File: src/rtl/ccr_regs.vh
// Constants for the processor control state and fixed memory map.
// Assumes an 8-bit core with a 64 KB address space around this block.
//
// Behaviour
// - Vector table occupies 0000H to 003FH
// - Vectors read low byte even, high odd
// - Resets use 0000H, sources 0004H up, break 003EH
// - Table-call entries live in 0040H to 007FH
// - Fixed-area calls target 0800H to 0FFFH only
// - ROM from 0000H, top set by variant
// - RAM ends FEFFH, starts FD00H or FB00H
// - FEE0H to FEFFH holds four register banks
// - Peripheral registers decoded in FF00H to FFFFH
// - Counter advances by length, loads on branch
// - Reset loads counter from 0000H and 0001H
// - Status word resets to 02H
// - Status word pushed on interrupt, restored on returns
// - Enable flag clear refuses all maskable requests
// - Enable flag cleared by disable or acknowledge
// - Zero flag follows zero result
// - Bank field records last selected bank
// - Half carry follows bit 3 carry or borrow
// - Low-priority requests need priority flag set
// - Carry flag holds overflow, shift-out, bit accumulator
// - Stack pointer predecrements on write, postincrements read
// - Adjacent bank registers pair as 16 bits
`ifndef CCR_REGS_VH
`define CCR_REGS_VH

// ----------------------------------------
// Memory map
// ----------------------------------------
`define CCR_VEC_RESET   16'h0000
`define CCR_VEC_FIRST   16'h0004
`define CCR_VEC_BREAK   16'h003E
`define CCR_VEC_TOP     16'h003F
`define CCR_TCALL_BASE  16'h0040
`define CCR_FCALL_BASE  16'h0800
`define CCR_ROM_TOP     16'h7FFF
`define CCR_RAM_BASE    16'hFB00
`define CCR_RAM_TOP     16'hFEFF
`define CCR_BANK_BASE   16'hFEE0
`define CCR_SFR_BASE    16'hFF00

// ----------------------------------------
// Status word layout and reset
// ----------------------------------------
`define CCR_PSW_IE      7
`define CCR_PSW_Z       6
`define CCR_PSW_BS1     5
`define CCR_PSW_AC      4
`define CCR_PSW_BS0     3
`define CCR_PSW_ISP     1
`define CCR_PSW_CY      0
`define CCR_PSW_RST     8'h02
`define CCR_SP_RST      16'h0000

// ----------------------------------------
// Register port offsets
// ----------------------------------------
`define CCR_OFS_PC      2'h0
`define CCR_OFS_PSW     2'h1
`define CCR_OFS_SP      2'h2

`endif

File: src/rtl/ccr_ctrl.v
// Program counter, status word and stack pointer with memory map decode.
// Assumes the core sequencer drives one request per cycle while busy is low
// and program memory answers a read one cycle after the read strobe.
//
// Strobed register access and the register offsets are this design's own decisions.
`timescale 1ns/100ps
`include "ccr_regs.vh"

module ccr_ctrl #(
   parameter [15:0] ROM_TOP  = `CCR_ROM_TOP,
   parameter [15:0] RAM_BASE = `CCR_RAM_BASE,
   parameter [255:0] SFR_MAP = {256{1'b1}}
) (
   input  wire        clk,
   input  wire        rst,
   // Register port
   input  wire [1:0]  reg_addr,
   input  wire [15:0] reg_wdata,
   input  wire        reg_wr,
   input  wire        reg_rd,
   output reg  [15:0] reg_rdata,
   // Program memory vector fetch
   output reg  [15:0] pm_addr,
   output reg         pm_rd,
   input  wire [7:0]  pm_rdata,
   // Sequencer requests
   input  wire        pc_adv,
   input  wire [2:0]  pc_len,
   input  wire        br_load,
   input  wire [15:0] br_target,
   input  wire        tcall_req,
   input  wire [4:0]  tcall_idx,
   input  wire        fcall_req,
   input  wire [10:0] fcall_ofs,
   input  wire        brk_req,
   // Interrupt logic
   input  wire        irq_req,
   input  wire        irq_low_prio,
   input  wire [4:0]  irq_idx,
   output wire        irq_ack,
   // Flag updates
   input  wire        alu_we,
   input  wire [7:0]  alu_res,
   input  wire        ac_we,
   input  wire        ac_in,
   input  wire        cy_we,
   input  wire        cy_in,
   input  wire        isp_we,
   input  wire        isp_in,
   input  wire        ei_op,
   input  wire        di_op,
   input  wire        bank_sel,
   input  wire [1:0]  bank_num,
   // Stack
   input  wire        psw_push,
   input  wire        psw_pop,
   input  wire [7:0]  psw_pop_data,
   input  wire        sp_push,
   input  wire        sp_pop,
   output reg         stk_wr,
   output reg  [15:0] stk_addr,
   output reg  [7:0]  stk_wdata,
   // Decode
   input  wire [2:0]  rp_idx,
   output wire [15:0] rp_addr,
   input  wire [15:0] dm_addr,
   input  wire        dm_wr,
   output wire        dm_ram,
   output wire        dm_sfr,
   output wire        dm_sfr_wr,
   output wire        fetch_err,
   output wire        busy,
   output wire [15:0] pc,
   output wire [7:0]  processor_state_word,
   output wire [15:0] sp
);

   // ----------------------------------------
   // States
   // ----------------------------------------
   localparam [2:0] ST_IDLE = 3'h0;
   localparam [2:0] ST_VLO  = 3'h1;
   localparam [2:0] ST_VHI  = 3'h2;
   localparam [2:0] ST_RST  = 3'h3;
   localparam [2:0] ST_VEND = 3'h4;

   reg  [2:0]  state_ff;
   reg  [2:0]  nxt_state;
   reg  [15:0] pc_ff;
   reg  [15:0] nxt_pc;
   reg  [7:0]  psw_ff;
   reg  [7:0]  nxt_psw;
   reg  [15:0] sp_ff;
   reg  [15:0] nxt_sp;
   reg  [7:0]  vlo_ff;
   reg  [7:0]  nxt_vlo;
   reg  [15:0] nxt_pm_addr;
   reg         nxt_pm_rd;
   reg         nxt_stk_wr;
   reg  [15:0] nxt_stk_addr;
   reg  [7:0]  nxt_stk_wdata;
   reg  [15:0] nxt_rdata;
   wire        idle;
   wire        irq_ok;
   wire        vec_take;
   wire        rom_fetch;
   wire        bank_fetch;

   // ----------------------------------------
   // Address functions
   // ----------------------------------------
   function [15:0] vec_addr;
      input [4:0] idx;
      begin
         vec_addr = `CCR_VEC_FIRST + {10'h000, idx, 1'b0};
      end
   endfunction

   function in_range;
      input [15:0] a;
      input [15:0] lo;
      input [15:0] hi;
      begin
         in_range = (a >= lo) && (a <= hi);
      end
   endfunction

   // Stack moves one byte per access in either direction
   function [15:0] sp_step;
      input [15:0] a;
      input        up;
      begin
         sp_step = up ? a + 16'h0001 : a - 16'h0001;
      end
   endfunction

   // ----------------------------------------
   // Map decode
   // ----------------------------------------
   // Pairs are even/odd neighbours inside the selected bank
   assign rp_addr = `CCR_BANK_BASE
                  + {11'h000, psw_ff[`CCR_PSW_BS1], psw_ff[`CCR_PSW_BS0],
                     rp_idx[2:1], 1'b0};

   assign dm_ram = in_range(dm_addr, RAM_BASE, `CCR_RAM_TOP);

   // Unassigned slots are masked out so stray writes never land
   assign dm_sfr = (dm_addr >= `CCR_SFR_BASE)
                 && SFR_MAP[dm_addr[7:0]];

   assign dm_sfr_wr = dm_sfr && dm_wr;

   // Fetches outside ROM, or from the bank area, are flagged
   assign rom_fetch = in_range(pc_ff, `CCR_VEC_RESET, ROM_TOP);
   assign bank_fetch = in_range(pc_ff, `CCR_BANK_BASE, `CCR_RAM_TOP);
   assign fetch_err = !rom_fetch || bank_fetch;

   // ----------------------------------------
   // Interrupt gate
   // ----------------------------------------
   assign idle = (state_ff == ST_IDLE);
   assign irq_ok = irq_req && psw_ff[`CCR_PSW_IE]
                 && (!irq_low_prio || psw_ff[`CCR_PSW_ISP]);
   assign irq_ack = idle && irq_ok;
   assign vec_take = irq_ok || brk_req;
   assign busy = !idle;
   assign pc = pc_ff;
   assign processor_state_word = psw_ff;
   assign sp = sp_ff;

   // ----------------------------------------
   // Sequencing and state update
   // ----------------------------------------
   always @*
   begin
      nxt_state = state_ff;
      nxt_pc = pc_ff;
      nxt_psw = psw_ff;
      nxt_sp = sp_ff;
      nxt_vlo = vlo_ff;
      nxt_pm_addr = pm_addr;
      nxt_pm_rd = 1'b0;
      nxt_stk_wr = 1'b0;
      nxt_stk_addr = stk_addr;
      nxt_stk_wdata = stk_wdata;

      case (state_ff)
         ST_RST:
         begin
            nxt_pm_addr = `CCR_VEC_RESET;
            nxt_pm_rd = 1'b1;
            nxt_state = ST_VLO;
         end
         ST_VLO:
         begin
            // Memory answers a cycle late, so ask for the odd byte now
            nxt_pm_addr = pm_addr + 16'h0001;
            nxt_pm_rd = 1'b1;
            nxt_state = ST_VHI;
         end
         ST_VHI:
         begin
            // Even byte is on the bus: low half of the vector
            nxt_vlo = pm_rdata;
            nxt_state = ST_VEND;
         end
         ST_VEND:
         begin
            // Odd byte is on the bus: high half, vector complete
            nxt_pc = {pm_rdata, vlo_ff};
            nxt_state = ST_IDLE;
         end
         ST_IDLE:
         begin
            if (vec_take)
            begin
               // Interrupt wins over a same-cycle break request
               nxt_pm_addr = irq_ok ? vec_addr(irq_idx)
                                    : `CCR_VEC_BREAK;
               nxt_pm_rd = 1'b1;
               nxt_state = ST_VLO;
               nxt_sp = sp_step(sp_ff, 1'b0);
               nxt_stk_wr = 1'b1;
               nxt_stk_addr = sp_step(sp_ff, 1'b0);
               nxt_stk_wdata = psw_ff;
               nxt_psw[`CCR_PSW_IE] = 1'b0;
            end
            else if (tcall_req)
            begin
               nxt_pm_addr = `CCR_TCALL_BASE
                           + {10'h000, tcall_idx, 1'b0};
               nxt_pm_rd = 1'b1;
               nxt_state = ST_VLO;
            end
            else if (fcall_req)
            begin
               nxt_pc = `CCR_FCALL_BASE | {5'h00, fcall_ofs};
            end
            else if (br_load)
            begin
               nxt_pc = br_target;
            end
            else if (pc_adv)
            begin
               nxt_pc = pc_ff + {13'h0000, pc_len};
            end

            if (!vec_take)
            begin
               if (psw_pop)
               begin
                  nxt_psw = psw_pop_data;
                  nxt_sp = sp_step(sp_ff, 1'b1);
               end
               else
               begin
                  if (alu_we)
                  begin
                     nxt_psw[`CCR_PSW_Z] = (alu_res == 8'h00);
                  end
                  if (ac_we)
                  begin
                     nxt_psw[`CCR_PSW_AC] = ac_in;
                  end
                  if (cy_we)
                  begin
                     nxt_psw[`CCR_PSW_CY] = cy_in;
                  end
                  if (isp_we)
                  begin
                     nxt_psw[`CCR_PSW_ISP] = isp_in;
                  end
                  if (bank_sel)
                  begin
                     nxt_psw[`CCR_PSW_BS1] = bank_num[1];
                     nxt_psw[`CCR_PSW_BS0] = bank_num[0];
                  end
                  if (di_op)
                  begin
                     nxt_psw[`CCR_PSW_IE] = 1'b0;
                  end
                  else if (ei_op)
                  begin
                     nxt_psw[`CCR_PSW_IE] = 1'b1;
                  end
               end

               if (psw_push)
               begin
                  nxt_sp = sp_step(sp_ff, 1'b0);
                  nxt_stk_wr = 1'b1;
                  nxt_stk_addr = sp_step(sp_ff, 1'b0);
                  nxt_stk_wdata = psw_ff;
               end
               else if (sp_push)
               begin
                  nxt_sp = sp_step(sp_ff, 1'b0);
               end
               else if (sp_pop && !psw_pop)
               begin
                  nxt_sp = sp_step(sp_ff, 1'b1);
               end
            end
         end
         default:
         begin
            nxt_state = ST_RST;
         end
      endcase

      // Status word and stack pointer writes land last so a debugger always wins
      if (reg_wr && reg_addr == `CCR_OFS_PSW)
      begin
         nxt_psw = reg_wdata[7:0];
      end
      if (reg_wr && reg_addr == `CCR_OFS_SP)
      begin
         nxt_sp = reg_wdata;
      end
   end

   // ----------------------------------------
   // Register port read
   // ----------------------------------------
   always @*
   begin
      case (reg_addr)
         `CCR_OFS_PC:  nxt_rdata = pc_ff;
         `CCR_OFS_PSW: nxt_rdata = {8'h00, psw_ff};
         `CCR_OFS_SP:  nxt_rdata = sp_ff;
         default:      nxt_rdata = 16'h0000;
      endcase
   end

   // ----------------------------------------
   // Flops
   // ----------------------------------------
   // Stack pointer has no defined power-up value; zero keeps it tidy
   always @(posedge clk or posedge rst)
   begin
      if (rst)
      begin
         state_ff <= ST_RST;
         pc_ff <= `CCR_VEC_RESET;
         psw_ff <= `CCR_PSW_RST;
         sp_ff <= `CCR_SP_RST;
         vlo_ff <= 8'h00;
         pm_addr <= 16'h0000;
         pm_rd <= 1'b0;
         stk_wr <= 1'b0;
         stk_addr <= 16'h0000;
         stk_wdata <= 8'h00;
         reg_rdata <= 16'h0000;
      end
      else
      begin
         state_ff <= nxt_state;
         pc_ff <= nxt_pc;
         psw_ff <= nxt_psw;
         sp_ff <= nxt_sp;
         vlo_ff <= nxt_vlo;
         pm_addr <= nxt_pm_addr;
         pm_rd <= nxt_pm_rd;
         stk_wr <= nxt_stk_wr;
         stk_addr <= nxt_stk_addr;
         stk_wdata <= nxt_stk_wdata;
         if (reg_rd)
         begin
            reg_rdata <= nxt_rdata;
         end
      end
   end

endmodule // ccr_ctrl

File: config.mk
export PLATFORM = sky130hd
export DESIGN_NAME = ccr_ctrl
export DESIGN_NICKNAME = d
export VERILOG_FILES = /design/src/rtl/ccr_ctrl.v
export VERILOG_INCLUDE_DIRS = /design/src /design/src/rtl
export SDC_FILE = /design/constraint.sdc
export NUM_CORES = 1
export LEC_CHECK = 0
export BUFFER_PORTS_ARGS = -buffer_cell sky130_fd_sc_hd__buf_2
export CORE_AREA = 4 4 118 120
export CTS_CLUSTER_DIAMETER = 100
export DETAILED_ROUTE_END_ITERATION = 7
export DIE_AREA = 0 0 122 124
export PLACE_DENSITY = 0.86
export SYNTH_ARGS = -nofsm -noshare
export SYNTH_HDL_FRONTEND = slang
export SYNTH_SLANG_ARGS = --single-unit
File: constraint.sdc
create_clock -name clk -period 11.3 [get_ports clk]
set_input_delay 2.26 -clock clk [delete_from_list [all_inputs] [get_ports clk]]
set_output_delay 2.26 -clock clk [all_outputs]
set_load 0.01 [all_outputs]
==> run summary, run 1 <==
CP Cell Sequence: buf_2 > and2_1 > nand2_1 > nor2_1 > buf_2
Most frequent cell after synthesis: dfrtp_1
1st-iter DRT viols: 508
Max Cap Viol: 0
Die Span Y: 124 microns
Clk pin slew, worst setup/hold paths: 0.06 ns
ANT cells: 0
Netlist Area Pre-Place: 0.00695 sq mm
Share of layout cells above drive strength 1: 29.9%
Clock root buffer: clkbuf_16
Synthesized area per cell: 8.70 sq um
Final min period: 5.47 ns
Resized cells post-CTS: 0
Area Overhead vs Synth: 19.4%
Post-CTS setup buffers: 0
Fillcell total: 1158
Highest cell delay on the worst timing path: 0.30 ns
I/O pins: 249
Worst setup EP type: output port
TritonCTS Buffers: 9
Post-CTS Hold Buffers: 0
Largest net degree at the start of global routing: 62
# rows: 42
Initial antenna violation count: 0
Yosys top cell area share: 38.2%
Post-synthesis sequential area ratio: 39.3%
Yosys top cell by area: dfrtp_1
Via-to-Cell Ratio: 5.92
Clock latency on the worst-skew pair: 0.35 ns
Antenna Nets Post-Route: 0
CP arrival: 3.21 ns
Min-Delay Path Class: register to register
CTS tree: built
Pleak: 3.80 nW
Cell Int Power: 1.11 mW
Psw: 0.865 mW
Setup Viol. Count Final: 0
Worst slew pin tran: 1.27 ns
Post-Route WL: 21200 microns
Worst hold slack: 0.474 ns
Max-slew violation count: 0
CTS sink cnt: 109
Final Hold Fails: 0
FF-to-FF Start: processor_state_word[7]$_DFFE_PP0P_
Vias in the first global route: 6335
Max_slew headroom: 14.9%
CP delay by family, top: simple AND/OR/NAND/NOR gates
GR Util All Layers: 27.4%
Hold path start: stk_addr[11]$_DFFE_PP0P_
Pre-Repair DR Iteration Count: 5
Die width: 122 microns
Slowest cell on crit path: and2_1
Area contributors post-synth: dfrtp_1, a21oi_1, o21ai_0
Critical path buffer and inverter count: 2
Logic pwr share: 43.9%
DR vias: 6852
Worst VDD drop: 159 uV
WS Path Type: input pin to output port
HPWL Detailed: 16100 microns
Synth warn: 0
Crit. Startpoint: irq_req
Post-Syn Instances: 799
Outcome: finished, final reports clean
Fraction of registers with async set/reset: 100%
Worst reg2reg setup slack: 8.37 ns
Pwr dens: 238 mW/mm^2
Die Footprint: 0.0151 sq mm
Commonest cells in the netlist: dfrtp_1, nor2_1, a21oi_1
DRC: 0
Core area: 0.0130 sq mm
Starting density of the core: 53.5%
CTS H-tree depth: 3
Final Cycle Share: 48.4%
Final Core Density: 63.9%
#FFs+latches synth: 109
Number of port buffers: 223
Total grt overflow: 0
CP most frequent cell: buf_2
Placer Congestion: 0.899
Ys flop type: dfrtp_1
Switching power share of the total: 43.8%
Final setup skew: 0.0104 ns
Layout Nets: 1113
Critical path data required time: 9.04 ns
RSZ-0062 raised after global routing: no
Synth unique cells: 75
Post-synth EDFFs: 0
Flop pwr share: 38.7%
Longest Clk Path Bufs: 2
Worst-path maximum fanout: 10
First-pass GRT wire length: 32300 microns
Post-Route Setup TNS: 0 ns
WL/cell: 18.4 microns
FMAX: 0.183 GHz
Clock power share: 17.4%
CP Launch Type: input pin
## power groups by stage
stage               registers, mW  logic, mW  clock network, mW
finish                      0.764      0.868              0.343
detailed placement          0.766      0.864                  0
CTS                         0.759      0.870              0.346
floorplan                   0.720      0.591                  0
global placement            0.760      0.842                  0
global route                0.786      0.961              0.362
## layer usage
layer,vias to the layer above,GRT usage [%],wire (microns)
met2,366,43.4,10200
met5,-,0,0
met4,0,12.7,825
li1,3176,-,-
met1,3236,36.1,8350
met3,74,5.72,1890
## flip-flops by register name (all words and copies together), names as in the netlist, 3 cells and up
| name | cells |
|---|---|
| pc | 16 |
| pm_addr | 16 |
| reg_rdata | 16 |
| sp | 16 |
| stk_addr | 16 |
| processor_state_word | 8 |
| stk_wdata | 8 |
| vlo_ff | 8 |
| state_ff | 3 |
## layout by cell type (no fill, tap or decap), drive strengths merged, types with 18 or more instances in the layout
cell and n:
nor2 82, mux2i 24, inv 29, dfrtp 106, o21ai 70, nor3 30
buf 228, nand3 22, xnor2 28, a21oi 69, mux2 18, nand2 67
## path summary, 6_finish.rpt
| path | cells after the start | end |
|---|---|---|
| setup / recovery | 5 | irq_ack |
| hold / removal | 2 | stk_addr[11]$_DFFE_PP0P_ |
| setup reg to reg | 6 | processor_state_word[4]$_DFFE_PP0P_ |
| hold reg to reg | 2 | stk_addr[11]$_DFFE_PP0P_ |
| max in group asynchronous | 3 | pm_rd$_DFF_PP0_ |
| min in group asynchronous | 2 | stk_addr[5]$_DFFE_PP0P_ |
## logic make-up after synthesis
logic type	after synthesis	synth area share, %
other	2	0.108
adders and majority gates	8	1.55
DFF	109	39.3
buffers and inverters	102	7.22
AOI/OAI and AO/OA	225	20.4
xor gates and xnor gates	42	5.29
muxes	42	6.37
and+or+nand+nor	269	19.8
## per-stage QoR
stage          instance area [sq um]  setup slack (ns)  cells  power [mW]
2_1_floorplan                   6990              6.14    809        1.31
3_3_place_gp                    7980              5.85   1141        1.60
3_5_place_dp                    7980              5.83   1141        1.63
4_1_cts                         8300              5.82   1157        1.97
5_1_grt                         8300              5.71   1157        2.11
6_report                        8300              5.83   1157        1.98
## final cells by class
| class | count | area (sq um) | share of cell area (%) |
|---|---|---|---|
| clock buffer | 11 | 243 | 2.92 |
| tap | 176 | 220 | 2.65 |
| inverter | 30 | 115 | 1.39 |
| clock inverter | 5 | 75.1 | 0.904 |
| timing repair buffer | 228 | 1150 | 13.9 |
| multi-input combinational | 598 | 3760 | 45.3 |
| sequential | 109 | 2730 | 32.9 |
## tightest hold or removal path: stages, from the launching register on
cell     delay, ns
dfrtp_1       0.33
nand2_1       0.05
o21ai_0       0.06
Power figures use the tool's default switching activity.
==> inputs of run 2 (changes only) <==
ABC_AREA = 1   (was unset)
CORE_AREA = 4 4 125 127   (was 4 4 118 120)
DIE_AREA = 0 0 129 131   (was 0 0 122 124)
PLACE_DENSITY = 0.8   (was 0.86)
clock period = 5.3 ns   (was 11.3 ns; I/O delays follow)
==> run summary, run 2 <==
Outcome: finished, final reports clean
Post-CTS setup buffers: 0 (unchanged)
Clock power share: 14.6% (-2.8 points)
WHS Path Cells: 2 (unchanged)
Synth unique cells: 50 (-33%)
Logic pwr share: 51.1% (+7.2 points)
Pleak: 4.54 nW (+19%)
Resized cells post-CTS: 0 (unchanged)
Pwr dens: 542 mW/mm^2 (+130%)
#FFs+latches synth: 109 (unchanged)
CP Cell Sequence: buf_2 > inv_1 > nor2_4 > inv_2 > nor2_2 > inv_2 > nand2_1 > inv_1 > nand2_1 > nand3_1
Switching power share of the total: 48.9% (+5.1 points)
Psw: 2.30 mW (+170%)
Setup Viol. Count Final: 0 (unchanged)
CP Launch Type: input pin
Post-Route Setup TNS: 0 ns (unchanged)
GR Util All Layers: 27.8% (+0.41 points)
First-pass GRT wire length: 36800 microns (+14%)
Post-synthesis sequential area ratio: 37.5% (-1.8 points)
Final min period: 2.97 ns
Post-synth EDFFs: 0 (unchanged)
FF-to-FF Start: state_ff[2]$_DFFE_PP0P_
DR vias: 7777 (+13%)
Critical path depth: 10 (+5)
Post-Syn Instances: 1048 (+31%)
I/O pins: 249 (unchanged)
Clock latency on the worst-skew pair: 0.35 ns (about the same)
CTS tree: built
Via-to-Cell Ratio: 5.42 (-8.5%)
RSZ-0062 raised after global routing: no
TritonCTS Buffers: 9 (unchanged)
Most frequent cells in the layout: nand2_1, buf_2, nor2_1
Worst VDD drop: 237 uV (+49%)
Worst slew pin tran: 0.955 ns (-0.313 ns)
Clk pin slew, worst setup/hold paths: 0.07 ns (about the same)
Max Cap Viol: 0 (unchanged)
DRC: 0 (unchanged)
Ys flop type: dfrtp_1
Worst setup EP type: register
CTS sink cnt: 109 (unchanged)
Max_slew headroom: 36.3% (+21 points)
Final Hold Fails: 0 (unchanged)
Layout Nets: 1382 (+24%)
Post-CTS Hold Buffers: 0 (unchanged)
Worst-path maximum fanout: 13 (+3)
Min-Delay Path Class: register to register
FMAX: 0.337 GHz
WL/cell: 16.5 microns (-10%)
Leading cell type in the layout, fill and taps excluded: nand2_1
Hold path start: vlo_ff[5]$_DFFE_PP0P_
Reg2Reg Depth: 8 (+2)
Die Footprint: 0.0169 sq mm (+12%)
Longest Clk Path Bufs: 2 (unchanged)
1st-iter DRT viols: 732 (+44%)
Area contributors post-synth: dfrtp_1, nand2_1, o21ai_0
Final Cycle Share: 56.0%
Number of port buffers: 223 (unchanged)
Netlist Area Pre-Place: 0.00728 sq mm (+4.7%)
Initial antenna violation count: 1 (+1)
Die width: 129 microns (+5.7%)
Critical path data required time: 5.53 ns (-3.51 ns)
Die Span Y: 131 microns (+5.6%)
Area Overhead vs Synth: 19.2%
HPWL Detailed: 18300 microns (+13%)
Largest net degree at the start of global routing: 77 (+24%)
CTS H-tree depth: 3 (unchanged)
Total chip power: 4.70 mW (+140%)
Commonest cells in the netlist: nand2_1, nor2_1, inv_1
Total grt overflow: 0 (unchanged)
Core area: 0.0144 sq mm (+11%)
Yosys top cell by area: dfrtp_1
Fillcell total: 1397 (+21%)
Share of layout cells above drive strength 1: 22.2% (-7.6 points)
Flop pwr share: 34.3% (-4.4 points)
Antenna Nets Post-Route: 0 (unchanged)
Max-slew violation count: 0 (unchanged)
Clock root buffer: clkbuf_16
Crit. Startpoint: reg_addr[1]
WS Path Type: input pin to register
Synth warn: 0 (unchanged)
Starting density of the core: 50.5% (-3.1 points)
CP delay by family, top: simple AND/OR/NAND/NOR gates
# rows: 44 (+4.8%)
Final setup skew: 0.00547 ns (-0.00493 ns)
Pre-Repair DR Iteration Count: 7 (+2)
Slowest cell on crit path: nor2_2
Yosys top cell area share: 36.4% (-1.7 points)
Vias in the first global route: 7180 (+13%)
Critical path buffer and inverter count: 5 (+3)
Cell Int Power: 2.40 mW (+120%)
Fraction of registers with async set/reset: 100% (unchanged)
Highest cell delay on the worst timing path: 0.46 ns (+0.16 ns)
Most frequent cell after synthesis: nand2_1
Placer Congestion: 0.948 (+5.4%)
Post-Route WL: 23700 microns (+12%)
CP arrival: 3.20 ns (about the same)
Synthesized area per cell: 6.94 sq um (-20%)
## run 2: final timing paths
| check | endpoint | slack [ns] |
|---|---|---|
| max | sp[7]$_DFFE_PP0P_ | 2.33 |
| min | vlo_ff[5]$_DFFE_PP0P_ | 0.48 |
| max reg2reg | stk_addr[11]$_DFFE_PP0P_ | 2.70 |
| min reg2reg | vlo_ff[5]$_DFFE_PP0P_ | 0.48 |
| max in group asynchronous | sp[8]$_DFFE_PP0P_ | 3.36 |
| min in group asynchronous | pm_addr[7]$_DFFE_PP0P_ | 0.92 |
## run 2: cell type report
type	instances	area, sq um	area share, %
multi-input cells	775	3810	43.9
flip-flops and latches	109	2730	31.5
repair buffers	227	1150	13.2
inverters	123	467	5.38
clock buffers	14	254	2.93
well taps	184	230	2.65
clock inverters	2	35.0	0.404
diodes	1	2.50	0.0289
## run 2: layer usage
metal | GRT usage, % | part of all wire, % | vias up
met5 | 0 | 0 | -
met4 | 10.5 | 2.6 | 0
met3 | 4.15 | 8.5 | 36
met2 | 45.7 | 47 | 369
met1 | 37.2 | 42 | 3566
li1 | - | - | 3806
## run 2: power groups by stage
stage	sequential, mW	combinational (mW)	clock [mW]
6_report	1.61	2.40	0.688
5_1_grt	1.66	2.69	0.733
3_5_place_dp	1.61	2.37	0
3_3_place_gp	1.60	2.33	0
4_1_cts	1.60	2.39	0.695
2_1_floorplan	1.62	1.54	0
## run 2: logic make-up (layout without fill, tap and decap cells)
kind of cell / after synthesis / after routing / synth area share (%)
multiplexers: 6 / 6 / 0.842
other: 2 / 13 / 0.103
AND/OR/NAND/NOR: 532 / 532 / 31.3
buffers and inverters: 174 / 366 / 10.7
XOR/XNOR: 17 / 17 / 2.05
adder cells (fa/ha/maj): 8 / 8 / 1.48
AO/OA/AOI/OAI: 200 / 200 / 16.0
flip-flops: 109 / 109 / 37.5
## run 2: worst min-delay path, stage by stage, from the launching register on
cell and delay (ns):
dfrtp_1 0.35, nand2_1 0.05, nand2_1 0.04
## run 2: metrics by stage
step	utilization (%)	setup WS, ns	cells	hold WS (ns)	cell area, sq um
global route	60.1	2.13	1435	0.501	8670
CTS	60.1	2.34	1434	0.483	8670
detailed placement	58.1	1.98	1418	0.465	8380
floorplan	-	1.37	1058	0.443	7320
finish	60.1	2.33	1435	0.480	8670
global placement	58.1	2.00	1418	0.455	8380
==> inputs of run 3 (changes only) <==
clock period = 2.94 ns   (was 5.3 ns; I/O delays follow)
==> run summary, run 3 (synthesized netlist as in run 2, its figures left out) <==
Outcome: finished, final reports clean
DRC: 0 (unchanged)
Clock latency on the worst-skew pair: 0.35 ns (about the same)
Post-CTS Hold Buffers: 0 (unchanged)
Die Span Y: 131 microns (unchanged)
Placed cell count: 1423 (+0.35%)
Max_slew headroom: 54.4% (+18 points)
Via-to-Cell Ratio: 5.40 (-0.39%)
Worst hold slack: 0.372 ns (-0.109 ns)
Min-Delay Path Class: input pin to asynchronous set/reset pin
Initial antenna violation count: 2 (+1)
DP Area: 0.00843 sq mm (+0.61%)
Max Cap Viol: 0 (unchanged)
Core area: 0.0144 sq mm (unchanged)
Post-Route WL: 23600 microns (-0.44%)
DR vias: 7779 (+0.026%)
First-pass GRT wire length: 36600 microns (-0.64%)
Setup Viol. Count Final: 0 (unchanged)
HPWL Detailed: 18200 microns (about the same)
Vias in the first global route: 7072 (-1.5%)
Number of port buffers: 223 (unchanged)
Post-Route Setup TNS: 0 ns (unchanged)
Leading cell type in the layout, fill and taps excluded: nand2_1
Met1 usage: 37.7% (+0.51 points)
Clock root buffer: clkbuf_16
CTS sink cnt: 109 (unchanged)
Resized cells post-CTS: 0 (unchanged)
Worst VDD drop: 474 uV (+100%)
Final setup skew: 0.00711 ns (+0.00164 ns)
Most frequent cells in the layout: nand2_1, buf_2, nor2_1
Worst slew pin tran: 0.683 ns (-0.272 ns)
Crit. Startpoint: state_ff[2]$_DFFE_PP0P_
Total chip power: 8.50 mW (+81%)
Placer Congestion: 0.955 (+0.80%)
Die width: 129 microns (unchanged)
GR Util All Layers: 27.6% (-0.13 points)
RSZ-0062 raised after global routing: no
Die Footprint: 0.0169 sq mm (unchanged)
WS Path Type: register to register
M2 GR Usage: 44.1% (-1.6 points)
Pwr dens: 973 mW/mm^2 (+80%)
Total grt overflow: 0 (unchanged)
Starting density of the core: 50.5% (unchanged)
CP arrival: 2.51 ns (-0.69 ns)
Busiest grt layer: met2
TritonCTS Buffers: 9 (unchanged)
Final cell count without fillers: 1441 (+0.42%)
Post-CTS setup buffers: 0 (unchanged)
Share of layout cells above drive strength 1: 22.5% (+0.31 points)
CTS H-tree depth: 3 (unchanged)
Worst Slack Setup Final: 0.662 ns (-1.67 ns)
Final Hold Fails: 0 (unchanged)
Pre-Repair DR Iteration Count: 7 (unchanged)
Final min period: 2.28 ns
Antenna Nets Post-Route: 0 (unchanged)
FMAX: 0.439 GHz
CP Launch Type: register
1st-iter DRT viols: 596 (-19%)
Final Cycle Share: 77.5%
Dpl ws: 0.550 ns (-1.43 ns)
Area Overhead vs Synth: 20.0%
Critical path data required time: 3.17 ns (-2.36 ns)
# rows: 44 (unchanged)
Final Core Density: 60.6% (+0.43 points)
Final Cell Area: 0.00873 sq mm (+0.72%)
I/O pins: 249 (unchanged)
WL/cell: 16.4 microns (-0.85%)
Layout Nets: 1387 (+0.36%)
FF-to-FF Start: state_ff[2]$_DFFE_PP0P_
Largest net degree at the start of global routing: 110 (+43%)
Longest Clk Path Bufs: 2 (unchanged)
Worst-path maximum fanout: 22 (+9)
Pleak: 4.56 nW (+0.62%)
Clk pin slew, worst setup/hold paths: 0.07 ns (about the same)
CTS tree: built
Worst setup EP type: register
Max-slew violation count: 0 (unchanged)
Grt met3 use: 4.55% (+0.41 points)
run 3: critical path: stages, from the launching register on:
cell and delay [ns]:
dfrtp_1 0.54, inv_4 0.22, nand2_8 0.13, inv_2 0.38, nand2_2 0.16, nand2_2 0.11
nand2_4 0.16, a21oi_1 0.33, a21oi_1 0.11
run 3: power breakdown:
group / internal [mW] / switching (mW) / total, mW
combinational: 1.52 / 2.83 / 4.34
clock: 0.710 / 0.541 / 1.25
sequential: 2.15 / 0.757 / 2.90
run 3: final timing paths:
| kind | slack (ns) | endpoint | cells after the start |
|---|---|---|---|
| worst max-delay path | 0.66 | pc[15]$_DFFE_PP0P_ | 8 |
| worst min-delay path | 0.37 | vlo_ff[6]$_DFFE_PP0P_ | 3 |
| worst max register to register | 0.66 | pc[15]$_DFFE_PP0P_ | 8 |
| worst min register to register | 0.49 | vlo_ff[4]$_DFFE_PP0P_ | 2 |
| max in group asynchronous | 2.07 | stk_addr[12]$_DFFE_PP0P_ | 3 |
| min in group clk | 0.46 | vlo_ff[5]$_DFFE_PP0P_ | 3 |
run 3: cell type report:
cell class	count	area, sq um
diodes	2	5.00
well taps	184	230
multi-input cells	775	3810
clock buffers	15	268
repair buffers	232	1200
inverters	123	468
clock inverters	1	30.0
flip-flops and latches	109	2730
fillers	1371	5690
run 3: metal layers:
| metal | vias up | routed length [microns] |
|---|---|---|
| li1 | 3811 | - |
| met1 | 3513 | 9790 |
| met3 | 52 | 2120 |
| met2 | 403 | 11000 |
| met5 | - | 0 |
| met4 | 0 | 709 |
